<file path="config.mk">
export PLATFORM = sky130hd
export DESIGN_NAME = arcs_top
export DESIGN_NICKNAME = d
export VERILOG_FILES = /design/src/hdl/arcs_pkg.sv /design/src/hdl/arcs_conv_if.sv /design/src/hdl/arcs_conv_seq.sv /design/src/hdl/arcs_result_pack.sv /design/src/hdl/arcs_top.sv
export SDC_FILE = /design/constraint.sdc
export NUM_CORES = 1
export LEC_CHECK = 0
export CORE_MARGIN = 4
export CORE_UTILIZATION = 50
export CTS_BUF_LIST = sky130_fd_sc_hd__clkbuf_16
export DETAILED_ROUTE_END_ITERATION = 16
export DONT_BUFFER_PORTS = 1
export PLACE_DENSITY = 0.68
export REMOVE_ABC_BUFFERS = 1
export SKIP_LAST_GASP = 1
export SLEW_MARGIN = 20
export SYNTH_ARGS = -nofsm -noshare
export SYNTH_HDL_FRONTEND = slang
export SYNTH_SLANG_ARGS = --single-unit
</file>
<file path="constraint.sdc">
create_clock -name aclk -period 3.4 [get_ports aclk]
set_clock_uncertainty 0.1 [all_clocks]
set_input_delay 0.17 -clock aclk [delete_from_list [all_inputs] [get_ports aclk]]
set_output_delay 0.17 -clock aclk [all_outputs]
set_load 0.03 [all_outputs]
</file>
<file path="src/hdl/arcs_pkg.sv">
// Constants, register map and field layout of the accumulating converter back end
// What this block does
// RULE1: With left alignment off each result is stored right-aligned, low eight bits in the low byte.
// RULE2: With left alignment on the result is shifted up so its top eight bits sit in the high byte.
// RULE3: Results of 1, 2, 4, 8, 16, 32, 64 or 128 consecutive conversions are summed into one value.
// RULE4: Sums of more than 16 samples lose their low bits so that the stored value fits 16 bits.
// RULE5: Single-ended sums of 1 to 8 samples are 12 to 15 bits, zero-filled above or below.
// RULE6: For 16 samples or more all 16 result bits are used and alignment has no effect.
// RULE7: Differential sums are placed the same way, with the sign copied into unused upper bits.
// RULE8: Single-ended conversions use only the positive selection, differential ones use both.
// RULE9: Input selections pass through a holding register before they reach the multiplexer.
// RULE10: While idle the holding register keeps copying the written selections.
// RULE11: From the start of a conversion the applied selections are frozen.
// RULE12: Copying resumes in the last converter-clock cycle before the conversion completes.
// RULE13: A start written by software begins on the next rising converter-clock edge.
// RULE14: A finished conversion or accumulation loads the result register and sets the ready flag.
// RULE15: During accumulation the start bit stays set until all samples are taken.
// RULE16: The accumulator is cleared at the start of each new accumulated conversion.
package arcs_pkg;

  // ==========================================================================
  // Register byte offsets
  localparam logic [7:0] OFS_CONTROL_A = 8'h00;
  localparam logic [7:0] OFS_CONTROL_B = 8'h04;
  localparam logic [7:0] OFS_PRESCALE = 8'h08;
  localparam logic [7:0] OFS_POS_SELECT = 8'h0C;
  localparam logic [7:0] OFS_NEG_SELECT = 8'h10;
  localparam logic [7:0] OFS_COMMAND = 8'h14;
  localparam logic [7:0] OFS_RESULT = 8'h18;
  localparam logic [7:0] OFS_INT_STATUS = 8'h1C;
  localparam logic [7:0] OFS_INT_MASK = 8'h20;

  // ==========================================================================
  // Field positions and widths
  localparam int BIT_LEFT_ALIGN = 0;
  localparam int BIT_DIFF_MODE = 1;
  localparam int BIT_START = 0;
  localparam int BIT_RES_READY = 0;
  localparam int SEL_W = 7;
  localparam int CNT_SEL_W = 3;
  localparam int PRESC_W = 3;
  localparam int RAW_W = 12;
  localparam int RES_W = 16;
  localparam int ACC_W = 19;
  localparam int NO_TRUNC_LOG2 = 4;

  // ==========================================================================
  // Reset values and conversion timing in converter-clock cycles
  localparam logic [SEL_W-1:0] SEL_RESET = 7'h00;
  localparam logic [SEL_W-1:0] NEG_UNUSED = 7'h00;
  localparam logic [CNT_SEL_W-1:0] CNT_SEL_RESET = 3'h0;
  localparam logic [PRESC_W-1:0] PRESC_RESET = 3'h0;
  localparam int SAMPLE_ADC_CYCLES = 2;
  localparam int CONV_ADC_CYCLES = 14;
  localparam int TOTAL_ADC_CYCLES = SAMPLE_ADC_CYCLES + CONV_ADC_CYCLES;

  localparam logic [1:0] RESP_OKAY = 2'h0;
  localparam logic [1:0] RESP_SLVERR = 2'h2;

  // Widen a raw sample, sign-extending in differential mode
  function automatic logic [ACC_W-1:0] sample_ext(input logic [RAW_W-1:0] raw,
                                                  input logic diff);
    sample_ext = {{(ACC_W-RAW_W){diff & raw[RAW_W-1]}}, raw};
  endfunction

endpackage

</file>
<file path="src/hdl/arcs_conv_if.sv">
// Handshake between the register side and the conversion sequencer
`timescale 1ns/1ps
interface arcs_conv_if;
  logic start;
  logic [arcs_pkg::PRESC_W-1:0] presc;
  logic busy;
  logic hold_sel;
  logic sampling;
  logic done;

  modport ctrl (output start, output presc, input busy, input hold_sel, input sampling,
                input done);
  modport seq (input start, input presc, output busy, output hold_sel, output sampling,
               output done);
endinterface

</file>
<file path="src/hdl/arcs_conv_seq.sv">
// Converter clock prescaler and per-sample conversion timing
`timescale 1ns/1ps
module arcs_conv_seq (
  // Clock and reset
  input wire logic aclk,
  input wire logic aresetn,
  // Control side
  arcs_conv_if.seq cif
);

  typedef enum logic [1:0] {S_IDLE, S_WAIT, S_RUN} arcs_seq_state_t;

  arcs_seq_state_t state;
  logic [7:0] div_cnt;
  logic [7:0] div_limit;
  logic [4:0] adc_cnt;
  logic adc_tick;

  // Prescaler held in reset while idle, so start latency is fixed
  assign div_limit = 8'((2 << cif.presc) - 1);
  assign adc_tick = (state != S_IDLE) && (div_cnt == div_limit);

  // ==========================================================================
  // Prescaler
  always_ff @(posedge aclk) begin
    if (!aresetn || state == S_IDLE || adc_tick) begin
      div_cnt <= 8'h00;
    end else begin
      div_cnt <= div_cnt + 8'h01;
    end
  end

  // ==========================================================================
  // Sequence
  always_ff @(posedge aclk) begin
    if (!aresetn) begin
      state <= S_IDLE;
      adc_cnt <= 5'h00;
      cif.done <= 1'b0;
    end else begin
      cif.done <= 1'b0;
      case (state)
        S_IDLE: begin
          if (cif.start) begin
            state <= S_WAIT;
          end
        end
        S_WAIT: begin
          if (adc_tick) begin // RULE13
            state <= S_RUN;
            adc_cnt <= 5'h00;
          end
        end
        S_RUN: begin
          if (adc_tick) begin
            if (adc_cnt == 5'(arcs_pkg::TOTAL_ADC_CYCLES - 1)) begin
              state <= S_IDLE;
              cif.done <= 1'b1;
            end else begin
              adc_cnt <= adc_cnt + 5'h01;
            end
          end
        end
        default: state <= S_IDLE;
      endcase
    end
  end

  assign cif.busy = (state != S_IDLE);
  // Released while idle and for the final converter cycle
  assign cif.hold_sel = (state == S_WAIT) ||
                        (state == S_RUN && adc_cnt < 5'(arcs_pkg::TOTAL_ADC_CYCLES - 1)); // RULE12
  assign cif.sampling = (state == S_RUN) && (adc_cnt < 5'(arcs_pkg::SAMPLE_ADC_CYCLES));

endmodule // arcs_conv_seq

</file>
<file path="src/hdl/arcs_result_pack.sv">
// Places an accumulated sum into the 16-bit result format
`timescale 1ns/1ps
module arcs_result_pack (
  // Sum and format
  input wire logic [arcs_pkg::ACC_W-1:0] sum,
  input wire logic [arcs_pkg::CNT_SEL_W-1:0] count_log2,
  input wire logic left_align,
  input wire logic diff,
  // Packed value
  output logic [arcs_pkg::RES_W-1:0] packed_result
);

  logic [arcs_pkg::ACC_W-1:0] shifted;

  always_comb begin
    shifted = sum;
    if (count_log2 > 3'(arcs_pkg::NO_TRUNC_LOG2)) begin
      // Drop low bits; sign kept for differential sums
      if (diff) begin
        shifted = $signed(sum) >>> (count_log2 - 3'(arcs_pkg::NO_TRUNC_LOG2)); // RULE4 RULE7
      end else begin
        shifted = sum >> (count_log2 - 3'(arcs_pkg::NO_TRUNC_LOG2)); // RULE4
      end
      packed_result = shifted[arcs_pkg::RES_W-1:0]; // RULE6
    end else if (left_align) begin
      packed_result = sum[arcs_pkg::RES_W-1:0] <<
                      (3'(arcs_pkg::NO_TRUNC_LOG2) - count_log2); // RULE2 RULE5 RULE6
    end else begin
      // Upper bits already zero or sign copies from widening
      packed_result = sum[arcs_pkg::RES_W-1:0]; // RULE1 RULE5 RULE7
    end
  end

endmodule // arcs_result_pack

</file>
<file path="src/hdl/arcs_top.sv">
// Accumulating converter back end: AXI4-Lite registers, accumulator, channel hold
`timescale 1ns/1ps
module arcs_top (
  // Clock and reset
  input wire logic aclk,
  input wire logic aresetn,
  // AXI4-Lite write address
  input wire logic awvalid,
  output logic awready,
  input wire logic [7:0] awaddr,
  input wire logic [2:0] awprot,
  // AXI4-Lite write data
  input wire logic wvalid,
  output logic wready,
  input wire logic [31:0] wdata,
  input wire logic [3:0] wstrb,
  // AXI4-Lite write response
  output logic bvalid,
  input wire logic bready,
  output logic [1:0] bresp,
  // AXI4-Lite read address
  input wire logic arvalid,
  output logic arready,
  input wire logic [7:0] araddr,
  input wire logic [2:0] arprot,
  // AXI4-Lite read data
  output logic rvalid,
  input wire logic rready,
  output logic [31:0] rdata,
  output logic [1:0] rresp,
  // Analog front end
  input wire logic [arcs_pkg::RAW_W-1:0] analog_data,
  output logic [arcs_pkg::SEL_W-1:0] positive_input_select,
  output logic [arcs_pkg::SEL_W-1:0] negative_input_select,
  output logic analog_sample,
  // Interrupt
  output logic irq
);

  // ==========================================================================
  // Declarations
  arcs_conv_if cif ();

  logic result_left_align;
  logic diff_mode;
  logic [arcs_pkg::CNT_SEL_W-1:0] sample_count_select;
  logic [arcs_pkg::PRESC_W-1:0] prescale;
  logic [arcs_pkg::SEL_W-1:0] pos_select;
  logic [arcs_pkg::SEL_W-1:0] neg_select;
  logic conversion_start_bit;
  logic [arcs_pkg::RES_W-1:0] conversion_result;
  logic result_ready_flag;
  logic result_ready_mask;

  logic run_left;
  logic run_diff;
  logic [arcs_pkg::CNT_SEL_W-1:0] run_count_log2;
  logic [7:0] samples_left;
  logic [arcs_pkg::ACC_W-1:0] acc;
  logic [arcs_pkg::ACC_W-1:0] next_acc;
  logic [arcs_pkg::RES_W-1:0] packed_result;
  logic start_pulse;

  logic [arcs_pkg::RAW_W-1:0] data_meta;
  logic [arcs_pkg::RAW_W-1:0] data_sync;

  logic aw_held;
  logic w_held;
  logic [7:0] aw_addr_q;
  logic [31:0] w_data_q;
  logic [3:0] w_strb_q;
  logic wr_fire;
  logic wr_lane0;
  logic sw_start;
  logic rd_fire;
  logic rd_clear_flag;
  logic last_sample;

  // ==========================================================================
  // Sequencer and packer
  arcs_conv_seq u_seq (
    .aclk(aclk),
    .aresetn(aresetn),
    .cif(cif.seq)
  );

  arcs_result_pack u_pack (
    .sum(next_acc),
    .count_log2(run_count_log2),
    .left_align(run_left),
    .diff(run_diff),
    .packed_result(packed_result)
  );

  assign cif.start = start_pulse;
  assign cif.presc = prescale;

  // ==========================================================================
  // Analog data synchroniser
  always_ff @(posedge aclk) begin
    if (!aresetn) begin
      data_meta <= '0;
      data_sync <= '0;
    end else begin
      data_meta <= analog_data;
      data_sync <= data_meta;
    end
  end

  // ==========================================================================
  // AXI4-Lite write path: address and data taken in either order
  assign wr_fire = aw_held && w_held && !bvalid;
  assign wr_lane0 = wr_fire && w_strb_q[0];

  always_ff @(posedge aclk) begin
    if (!aresetn) begin
      aw_held <= 1'b0;
      w_held <= 1'b0;
      awready <= 1'b0;
      wready <= 1'b0;
      aw_addr_q <= 8'h00;
      w_data_q <= 32'h00000000;
      w_strb_q <= 4'h0;
    end else begin
      awready <= !aw_held && !awready && awvalid;
      wready <= !w_held && !wready && wvalid;
      if (awvalid && awready) begin
        aw_held <= 1'b1;
        aw_addr_q <= awaddr;
      end else if (wr_fire) begin
        aw_held <= 1'b0;
      end
      if (wvalid && wready) begin
        w_held <= 1'b1;
        w_data_q <= wdata;
        w_strb_q <= wstrb;
      end else if (wr_fire) begin
        w_held <= 1'b0;
      end
    end
  end

  always_ff @(posedge aclk) begin
    if (!aresetn) begin
      bvalid <= 1'b0;
      bresp <= arcs_pkg::RESP_OKAY;
    end else if (wr_fire) begin
      bvalid <= 1'b1;
      case (aw_addr_q)
        arcs_pkg::OFS_CONTROL_A, arcs_pkg::OFS_CONTROL_B, arcs_pkg::OFS_PRESCALE,
        arcs_pkg::OFS_POS_SELECT, arcs_pkg::OFS_NEG_SELECT, arcs_pkg::OFS_COMMAND,
        arcs_pkg::OFS_RESULT, arcs_pkg::OFS_INT_STATUS, arcs_pkg::OFS_INT_MASK: begin
          bresp <= arcs_pkg::RESP_OKAY;
        end
        default: bresp <= arcs_pkg::RESP_SLVERR;
      endcase
    end else if (bready) begin
      bvalid <= 1'b0;
    end
  end

  // ==========================================================================
  // Configuration registers
  always_ff @(posedge aclk) begin
    if (!aresetn) begin
      result_left_align <= 1'b0;
      diff_mode <= 1'b0;
      sample_count_select <= arcs_pkg::CNT_SEL_RESET;
      prescale <= arcs_pkg::PRESC_RESET;
      pos_select <= arcs_pkg::SEL_RESET;
      neg_select <= arcs_pkg::SEL_RESET;
      result_ready_mask <= 1'b0;
    end else if (wr_lane0) begin
      case (aw_addr_q)
        arcs_pkg::OFS_CONTROL_A: begin
          result_left_align <= w_data_q[arcs_pkg::BIT_LEFT_ALIGN];
          diff_mode <= w_data_q[arcs_pkg::BIT_DIFF_MODE];
        end
        arcs_pkg::OFS_CONTROL_B: sample_count_select <= w_data_q[arcs_pkg::CNT_SEL_W-1:0];
        arcs_pkg::OFS_PRESCALE: prescale <= w_data_q[arcs_pkg::PRESC_W-1:0];
        arcs_pkg::OFS_POS_SELECT: pos_select <= w_data_q[arcs_pkg::SEL_W-1:0];
        arcs_pkg::OFS_NEG_SELECT: neg_select <= w_data_q[arcs_pkg::SEL_W-1:0];
        arcs_pkg::OFS_INT_MASK: result_ready_mask <= w_data_q[arcs_pkg::BIT_RES_READY];
        default: ;
      endcase
    end
  end

  // Start while busy is ignored; one accumulation at a time
  assign sw_start = wr_lane0 && (aw_addr_q == arcs_pkg::OFS_COMMAND) &&
                    w_data_q[arcs_pkg::BIT_START] && !conversion_start_bit && !cif.busy;

  // ==========================================================================
  // Accumulation control
  assign next_acc = acc + arcs_pkg::sample_ext(data_sync, run_diff); // RULE3
  assign last_sample = (samples_left == 8'h01);

  always_ff @(posedge aclk) begin
    if (!aresetn) begin
      conversion_start_bit <= 1'b0;
      start_pulse <= 1'b0;
      acc <= '0;
      samples_left <= 8'h00;
      run_left <= 1'b0;
      run_diff <= 1'b0;
      run_count_log2 <= arcs_pkg::CNT_SEL_RESET;
      conversion_result <= 16'h0000;
    end else begin
      start_pulse <= 1'b0;
      if (sw_start) begin
        conversion_start_bit <= 1'b1;
        start_pulse <= 1'b1; // RULE13
        acc <= '0; // RULE16
        samples_left <= 8'(1 << sample_count_select); // RULE3
        run_left <= result_left_align;
        run_diff <= diff_mode;
        run_count_log2 <= sample_count_select;
      end else if (cif.done) begin
        acc <= next_acc; // RULE3
        samples_left <= samples_left - 8'h01;
        if (last_sample) begin
          conversion_result <= packed_result; // RULE14
          conversion_start_bit <= 1'b0;
        end else begin
          start_pulse <= 1'b1; // RULE15
        end
      end
    end
  end

  // ==========================================================================
  // Channel holding register and analog outputs
  always_ff @(posedge aclk) begin
    if (!aresetn) begin
      positive_input_select <= arcs_pkg::SEL_RESET;
      negative_input_select <= arcs_pkg::SEL_RESET;
      analog_sample <= 1'b0;
    end else begin
      analog_sample <= cif.sampling;
      // Frozen from the start pulse so a late write cannot shorten sampling
      if (!cif.hold_sel && !start_pulse) begin // RULE9 RULE10 RULE11 RULE12
        positive_input_select <= pos_select;
        negative_input_select <= diff_mode ? neg_select : arcs_pkg::NEG_UNUSED; // RULE8
      end
    end
  end

  // ==========================================================================
  // Result ready flag and interrupt
  assign rd_fire = arvalid && arready;
  assign rd_clear_flag = rd_fire && (araddr == arcs_pkg::OFS_INT_STATUS);

  always_ff @(posedge aclk) begin
    if (!aresetn) begin
      result_ready_flag <= 1'b0;
      irq <= 1'b0;
    end else begin
      // Set wins over a clearing read in the same cycle
      if (cif.done && last_sample && !sw_start) begin
        result_ready_flag <= 1'b1; // RULE14
      end else if (rd_clear_flag) begin
        result_ready_flag <= 1'b0;
      end
      irq <= result_ready_flag && result_ready_mask;
    end
  end

  // ==========================================================================
  // AXI4-Lite read path
  always_ff @(posedge aclk) begin
    if (!aresetn) begin
      arready <= 1'b0;
      rvalid <= 1'b0;
      rdata <= 32'h00000000;
      rresp <= arcs_pkg::RESP_OKAY;
    end else begin
      arready <= !arready && !rvalid && arvalid;
      if (rd_fire) begin
        rvalid <= 1'b1;
        rdata <= 32'h00000000;
        rresp <= arcs_pkg::RESP_OKAY;
        case (araddr)
          arcs_pkg::OFS_CONTROL_A: begin
            rdata[arcs_pkg::BIT_LEFT_ALIGN] <= result_left_align;
            rdata[arcs_pkg::BIT_DIFF_MODE] <= diff_mode;
          end
          arcs_pkg::OFS_CONTROL_B: rdata[arcs_pkg::CNT_SEL_W-1:0] <= sample_count_select;
          arcs_pkg::OFS_PRESCALE: rdata[arcs_pkg::PRESC_W-1:0] <= prescale;
          arcs_pkg::OFS_POS_SELECT: rdata[arcs_pkg::SEL_W-1:0] <= pos_select;
          arcs_pkg::OFS_NEG_SELECT: rdata[arcs_pkg::SEL_W-1:0] <= neg_select;
          arcs_pkg::OFS_COMMAND: rdata[arcs_pkg::BIT_START] <= conversion_start_bit; // RULE15
          arcs_pkg::OFS_RESULT: rdata[arcs_pkg::RES_W-1:0] <= conversion_result;
          arcs_pkg::OFS_INT_STATUS: rdata[arcs_pkg::BIT_RES_READY] <= result_ready_flag;
          arcs_pkg::OFS_INT_MASK: rdata[arcs_pkg::BIT_RES_READY] <= result_ready_mask;
          default: rresp <= arcs_pkg::RESP_SLVERR;
        endcase
      end else if (rready) begin
        rvalid <= 1'b0;
      end
    end
  end

endmodule // arcs_top

</file>
==> results of run 1 <==
==> sequential cells by signal (all words and copies together), names as in the netlist, 5 cells and up <==
| signal | flops |
|---|---|
| data_sync | 12 |
| aw_addr_q | 8 |
| negative_input_select | 7 |
| data_meta | 12 |
| positive_input_select | 7 |
| neg_select | 7 |
| u_seq.div_cnt | 8 |
| pos_select | 7 |
| rdata | 16 |
| conversion_result | 16 |
| samples_left | 8 |
| acc | 19 |
| w_data_q | 7 |
| u_seq.adc_cnt | 5 |
==> kinds of logic after synthesis <==
logic type / count (synthesis) / synth area share, %
DFF: 171 / 34.45
and+or+nand+nor: 475 / 23.42
buffers and inverters: 126 / 5.867
AOI/OAI and AO/OA: 296 / 20.42
xor gates and xnor gates: 41 / 4.318
muxes: 68 / 8.662
other: 1 / 0.03773
adders and majority gates: 22 / 2.833
==> synthesized netlist by cell type (16+ instances only) <==
cell type | n | area (µm²)
ha_1 | 20 | 250.2
xor2_1 | 18 | 157.7
nand3_1 | 71 | 355.3
nor2_1 | 117 | 439.2
inv_1 | 20 | 75.07
clkbuf_1 | 62 | 232.7
a211oi_1 | 18 | 135.1
dfxtp_1 | 171 | 3423
a21oi_1 | 106 | 530.5
and2_1 | 36 | 225.2
and3_1 | 16 | 100.1
buf_4 | 22 | 165.2
nand2_1 | 126 | 473.0
nor3_1 | 24 | 120.1
mux2i_1 | 50 | 500.5
xnor2_1 | 17 | 148.9
o21ai_0 | 34 | 170.2
==> critical path: cells and delay by family, from the launching register on <==
family          cells  cell delay, ns
fa+ha+maj           1            0.41
flops               1            0.32
simple gates        1            0.22
mux                 1            0.52
compound gates      6            1.64
==> worst max-delay path by stage <==
| stage | from | to | slack [ns] |
|---|---|---|---|
| after floorplan | run_count_log2[0] | conversion_result[6] | -0.31 |
| after global placement | acc[0] | conversion_result[11] | 0.17 |
| after detailed placement | acc[0] | conversion_result[11] | 0.12 |
| after CTS | acc[0] | conversion_result[11] | 0.08 |
| after global routing | acc[3] | conversion_result[15] | -0.03 |
| final | acc[2] | conversion_result[15] | 0.08 |
==> per-stage QoR <==
| step | hold slack (ns) | worst slack (ns) | total power (W) |
|---|---|---|---|
| finish | 0.02729 | 0.07545 | 0.004317 |
| CTS | 0.003526 | 0.08356 | 0.004343 |
| floorplan | 0.1877 | -0.3119 | 0.002225 |
| global route | 0.03226 | -0.02618 | 0.004438 |
| global placement | 0.1906 | 0.1711 | 0.002272 |
| detailed placement | 0.1921 | 0.1154 | 0.002275 |
==> timing repair <==
item,4_1_cts,5_1_grt
setup buffers,0,1
setup endpoints to repair,0,5
endpoints found under the hold margin,76,0
resized for setup,0,3
hold buffers,44,0
==> metal layers <==
layer,GRT usage [%],vias up,share of wire (%)
li1,-,4359,-
met4,7.094,0,2.2
met2,39.40,289,47
met1,32.61,4262,45
met5,0,-,0
met3,5.044,43,5.8
==> area by class of cell <==
class	instances	area, µm²	share of cell area (%)
inverters	25	93.84	0.8342
multi-input cells	920	6011	53.43
flip-flops and latches	171	3423	30.43
repair buffers	85	770.7	6.851
clock inverters	15	193.9	1.724
clock buffers	17	425.4	3.782
well taps	265	331.6	2.947
==> power groups by stage <==
stage | combinational (W) | clock [W] | sequential, W
2_1_floorplan | 0.000129 | 0 | 0.00210
3_3_place_gp | 0.000172 | 0 | 0.00210
3_5_place_dp | 0.000174 | 0 | 0.00210
4_1_cts | 0.000226 | 0.00206 | 0.00205
5_1_grt | 0.000250 | 0.00213 | 0.00206
6_report | 0.000229 | 0.00203 | 0.00205
==> results.md, run 1 <==
* Synth unique cells at 101
* Final core occ at 57.61%
* Hold_sp: araddr[5]
* CTS max path bufs at 2
* Most frequent cells in the layout: dfxtp_1 (171), nand2_1 (126), nor2_1 (117)
* Startpoint Class: flop
* PD cells at 383.8 nW/µm²
* Detailed-router iteration count before antenna repair at 6
* First-pass GRT wire length at 43770 µm
* CP max FO at 5
* Slew Limit Fails at 0
* Initial antenna violation count at 0
* Fillers at 1793
* # rows at 51
* HPWL after DPL at 18810 µm
* Routed Antenna Nets at 0
* CP cell instances: ha_1 > o211ai_2 > o211ai_2 > a211oi_1 > o31ai_1 > nand2_1 > mux4_2 > a211oi_1 > a211oi_1
* Max incr delay on CP at 0.68 ns
* Asr flop ratio synth at 0%
* Setup violators final at 0
* Worst r2r src: acc[2]
* CTS Buf Count at 17
* Area post-placement at 10160 µm²
* Area growth syn-to-layout at 13.19%
* Root Driver: clkbuf_16
* Sequential area share after synthesis at 34.45%
* Crit path kind: flop to flop
* Hold Crit Class: primary input to flop
* Clk sink count at 171
* Die height at 149.0 µm
* Final period utilization at 97.78%
* VDD IR-drop max at 0.3068 mV
* Worst R2R Path Depth at 9
* Commonest non-fill, non-tap cell in the layout: dfxtp_1
* CORE AREA at 19530 µm²
* Final hold violations at 0
* Die width at 149.0 µm
* ANT cells at 0
* Clock slew at reported path FFs at 0.07 ns
* Sw power at 0.001135 W
* DR vias/cell at 5.977
* Count of maximum capacitance violations at 0
* Synth Register Bits at 171
* Yosys warning count at 0
* Switch share at 26.28%
* Worst r2r dst: conversion_result[15]
* Hold EP: result_ready_flag
* CTS tree: yes
* Number of synthesized flops with an enable pin at 0
* Share of cells above drive strength 1 at 11.19%
* NumNets Final at 1318
* Post-Place Cells at 1421
* WL final at 26940 µm
* Io pins at 134
* Combinational power share at 5.3%
* Main synth FF type: dfxtp_1
* CP dominant cell by count: a211oi_1
* Drt drc at 0
* Worst skew pair latency at 0.44 ns
* Clock power frac at 47.1%
* Post-synthesis cell area at 9938 µm²
* Status: finished clean
* Global route total overflow at 0
* DRT iter0 DRCs at 808
* Cells on Worst Hold Path at 4
* Share of power burned in registers at 47.6%
* H-Tree Depth at 4
* CP Capture Type: flop
* Worst path required time at 3.61 ns
* Worst-Margin Slew at 0.8705 ns
* Syn_area_per_cell at 8.282 µm²
* Fin Setup TNS at 0 ns
* Vias post-DR at 8953
* Port bufs at 0
* Internal reg-to-reg setup slack at 0.08 ns
* Total GRT Usage at 24.22%
* Design area at 11250 µm²
* Starting Density at 50.90%
* Leakage at 4.267 nW
* Peak Freq at 0.3008 GHz
* Crit-path slowest cell: o31ai_1
* Int Power at 0.003183 W
* Tmin final at 3.325 ns
* Final cell count without fillers at 1498
* Die area at 22200 µm²
* Number of global-route vias before repair at 8381
* RePlAce Congestion at 0.9195
* Syn Inst Count at 1200
* CP Data Arrival Time at 3.54 ns
* Slew margin rel. at 41.96%
* Avg WL per Cell at 17.99 µm
* Largest net degree at the start of global routing at 49
* RSZ-0062 raised after global routing: yes
Power figures use the tool's default switching activity.
==> run 2: changes to the inputs <==
--- a/config.mk
+++ b/config.mk
@@ -6,11 +6,10 @@
 export NUM_CORES = 1
 export LEC_CHECK = 0
 export CORE_MARGIN = 4
-export CORE_UTILIZATION = 50
+export CORE_UTILIZATION = 46
 export CTS_BUF_LIST = sky130_fd_sc_hd__clkbuf_16
 export DETAILED_ROUTE_END_ITERATION = 16
 export DONT_BUFFER_PORTS = 1
-export PLACE_DENSITY = 0.68
 export REMOVE_ABC_BUFFERS = 1
 export SKIP_LAST_GASP = 1
 export SLEW_MARGIN = 20
==> run 2 against run 1 <==
  * Total power up 0.32%
  * Critical path depth up 1
  * Via count down 0.25%
  * Clock power about the same
  * Sequential share of layout area down 0.28 points
  * Critical endpoint is now conversion_result[12]
  * Design area up 0.91%
  * Global-route usage down 1.5 points
  * Register-to-register slack better by 0.05 ns
==> results.md, run 2 (synthesis results as in run 1) <==
* Final hold violations at 0
* Number of global-route vias before repair at 8603
* CP max FO at 5
* CP Capture Type: flop
* Setup violators final at 0
* Die area at 24020 µm²
* CORE AREA at 21150 µm²
* # rows at 53
* Share of cells above drive strength 1 at 11.21%
* Status: finished clean
* Drt drc at 0
* Crit-path slowest cell: or4b_1
* Final cell count without fillers at 1515
* Io pins at 134
* HPWL after DPL at 19240 µm
* NumNets Final at 1325
* Met1 Wirelength at 12260 µm
* Crit path kind: flop to flop
* Slew Limit Fails at 0
* Max FFs per register at 19
* Largest net degree at the start of global routing at 56
* Global route total overflow at 0
* Detailed-router iteration count before antenna repair at 5
* Setup WS post-layout at 0.1270 ns
* Worst r2r src: acc[0]
* PD cells at 381.5 nW/µm²
* First-pass GRT wire length at 45040 µm
* Largest registers: acc (19), conversion_result (16), rdata (16)
* CP cell instances: ha_1 > fa_1 > a211oi_4 > o21ai_2 > nand3_1 > a31o_2 > a21oi_1 > o311a_1 > or4b_1 > nor4b_1
* CTS Buf Count at 17
* Hold_sp: wvalid
* Final hold slack at 0.02751 ns
* WL final at 27260 µm
* Most frequent cells in the layout: dfxtp_1 (171), nand2_1 (126), nor2_1 (117)
* Avg WL per Cell at 17.99 µm
* Port bufs at 0
* Area post-placement at 10160 µm²
* Die width at 155.0 µm
* Max incr delay on CP at 0.52 ns
* Commonest non-fill, non-tap cell in the layout: dfxtp_1
* Seq. cell area at 3423 µm²
* Hold Crit Class: primary input to flop
* Startpoint Class: flop
* Initial antenna violation count at 1
* Leakage at 4.311 nW
* Crit path launch: acc[0]
* Routed Antenna Nets at 0
* CTS tree: yes
* CTS max path bufs at 2
* Setup Buffers After CTS at 0
* Worst path required time at 3.61 ns
* CP Data Arrival Time at 3.48 ns
* Vias post-DR at 8931
* Clk sink count at 171
* Post-Place Cells at 1432
* Die height at 155.0 µm
* VDD IR-drop max at 0.3717 mV
* Fillers at 1958
* Worst skew pair latency at 0.44 ns
* Design area at 11350 µm²
* Uppermost routed layer: met4
* Dpl ws at 0.1243 ns
* Starting Density at 46.98%
* DR vias/cell at 5.895
* Cells on Worst Hold Path at 2
* Total GRT Usage at 22.76%
* DRT iter0 DRCs at 709
* Tmin final at 3.273 ns
* Slew margin rel. at 33.44%
* Multi-input gate area at 6036 µm²
* Met3 Wirelength at 1544 µm
* Worst-Margin Slew at 0.9969 ns
* Worst R2R Path Depth at 10
* Final period utilization at 96.26%
* ANT cells at 0
* Root Driver: clkbuf_16
* RePlAce Congestion at 0.9136
* Area growth syn-to-layout at 14.23%
* Count of maximum capacitance violations at 0
* RSZ-0062 raised after global routing: yes
* Peak Freq at 0.3055 GHz
* H-Tree Depth at 4
* Clock slew at reported path FFs at 0.08 ns
* Fin Setup TNS at 0 ns
* Met2 WL at 12670 µm
* Biggest register: acc
run 2: changes by cell type in the layout (fill, tap and decap cells not counted), sizes merged:
cell	previous run	this run
inv	32	33
clkinvlp	1	0
dlygate4sd3	43	50
bufinv	1	0
clkinv	6	7
run 2: layout make-up:
type	instances	share of cell area, %
clock inverters	15	1.774
multi-input cells	920	53.17
well taps	275	3.031
clock buffers	17	3.747
repair buffers	92	7.296
inverters	25	0.8266
flip-flops and latches	171	30.16
run 2: critical path, delay by kind of cell (launching register included):
kind / cells / cell delay, ns
AO/OA/AOI/OAI: 5 / 1.11
AND/OR/NAND/NOR: 3 / 0.91
adder cells (fa/ha/maj): 2 / 0.71
flip-flops: 1 / 0.32
run 2: where the power goes:
group / internal, W / switching (W) / leakage [nW]
combinational: 0.0000969 / 0.000139 / 2.62
clock: 0.00102 / 0.00102 / 0.303
sequential: 0.00203 / 0.0000282 / 1.38
total: 0.00314 / 0.00119 / 4.31
run 2: through the flow:
step / power (W) / util [%]
6_report: 0.004331 / 53.66
5_1_grt: 0.004470 / 53.66
4_1_cts: 0.004377 / 53.47
3_5_place_dp: 0.002276 / 48.05
3_3_place_gp: 0.002274 / 48.05
2_1_floorplan: 0.002225 / -
run 2: metal layers:
| layer | vias to the layer above | GRT usage [%] |
|---|---|---|
| met3 | 50 | 3.449 |
| met1 | 4238 | 31.42 |
| met2 | 270 | 36.22 |
| li1 | 4373 | - |
| met5 | - | 0 |
| met4 | 0 | 8.326 |
run 2: worst paths after layout:
| path | to | slack, ns |
|---|---|---|
| setup / recovery | conversion_result[12] | 0.13 |
| hold / removal | w_held | 0.03 |
| setup reg to reg | conversion_result[12] | 0.13 |
| hold reg to reg | data_sync[0] | 0.34 |
run 2: repair_timing:
item	4_1_cts	5_1_grt
resized for setup	0	8
setup endpoints to repair	0	4
hold buffers	51	0
hold endpoints to repair	69	0
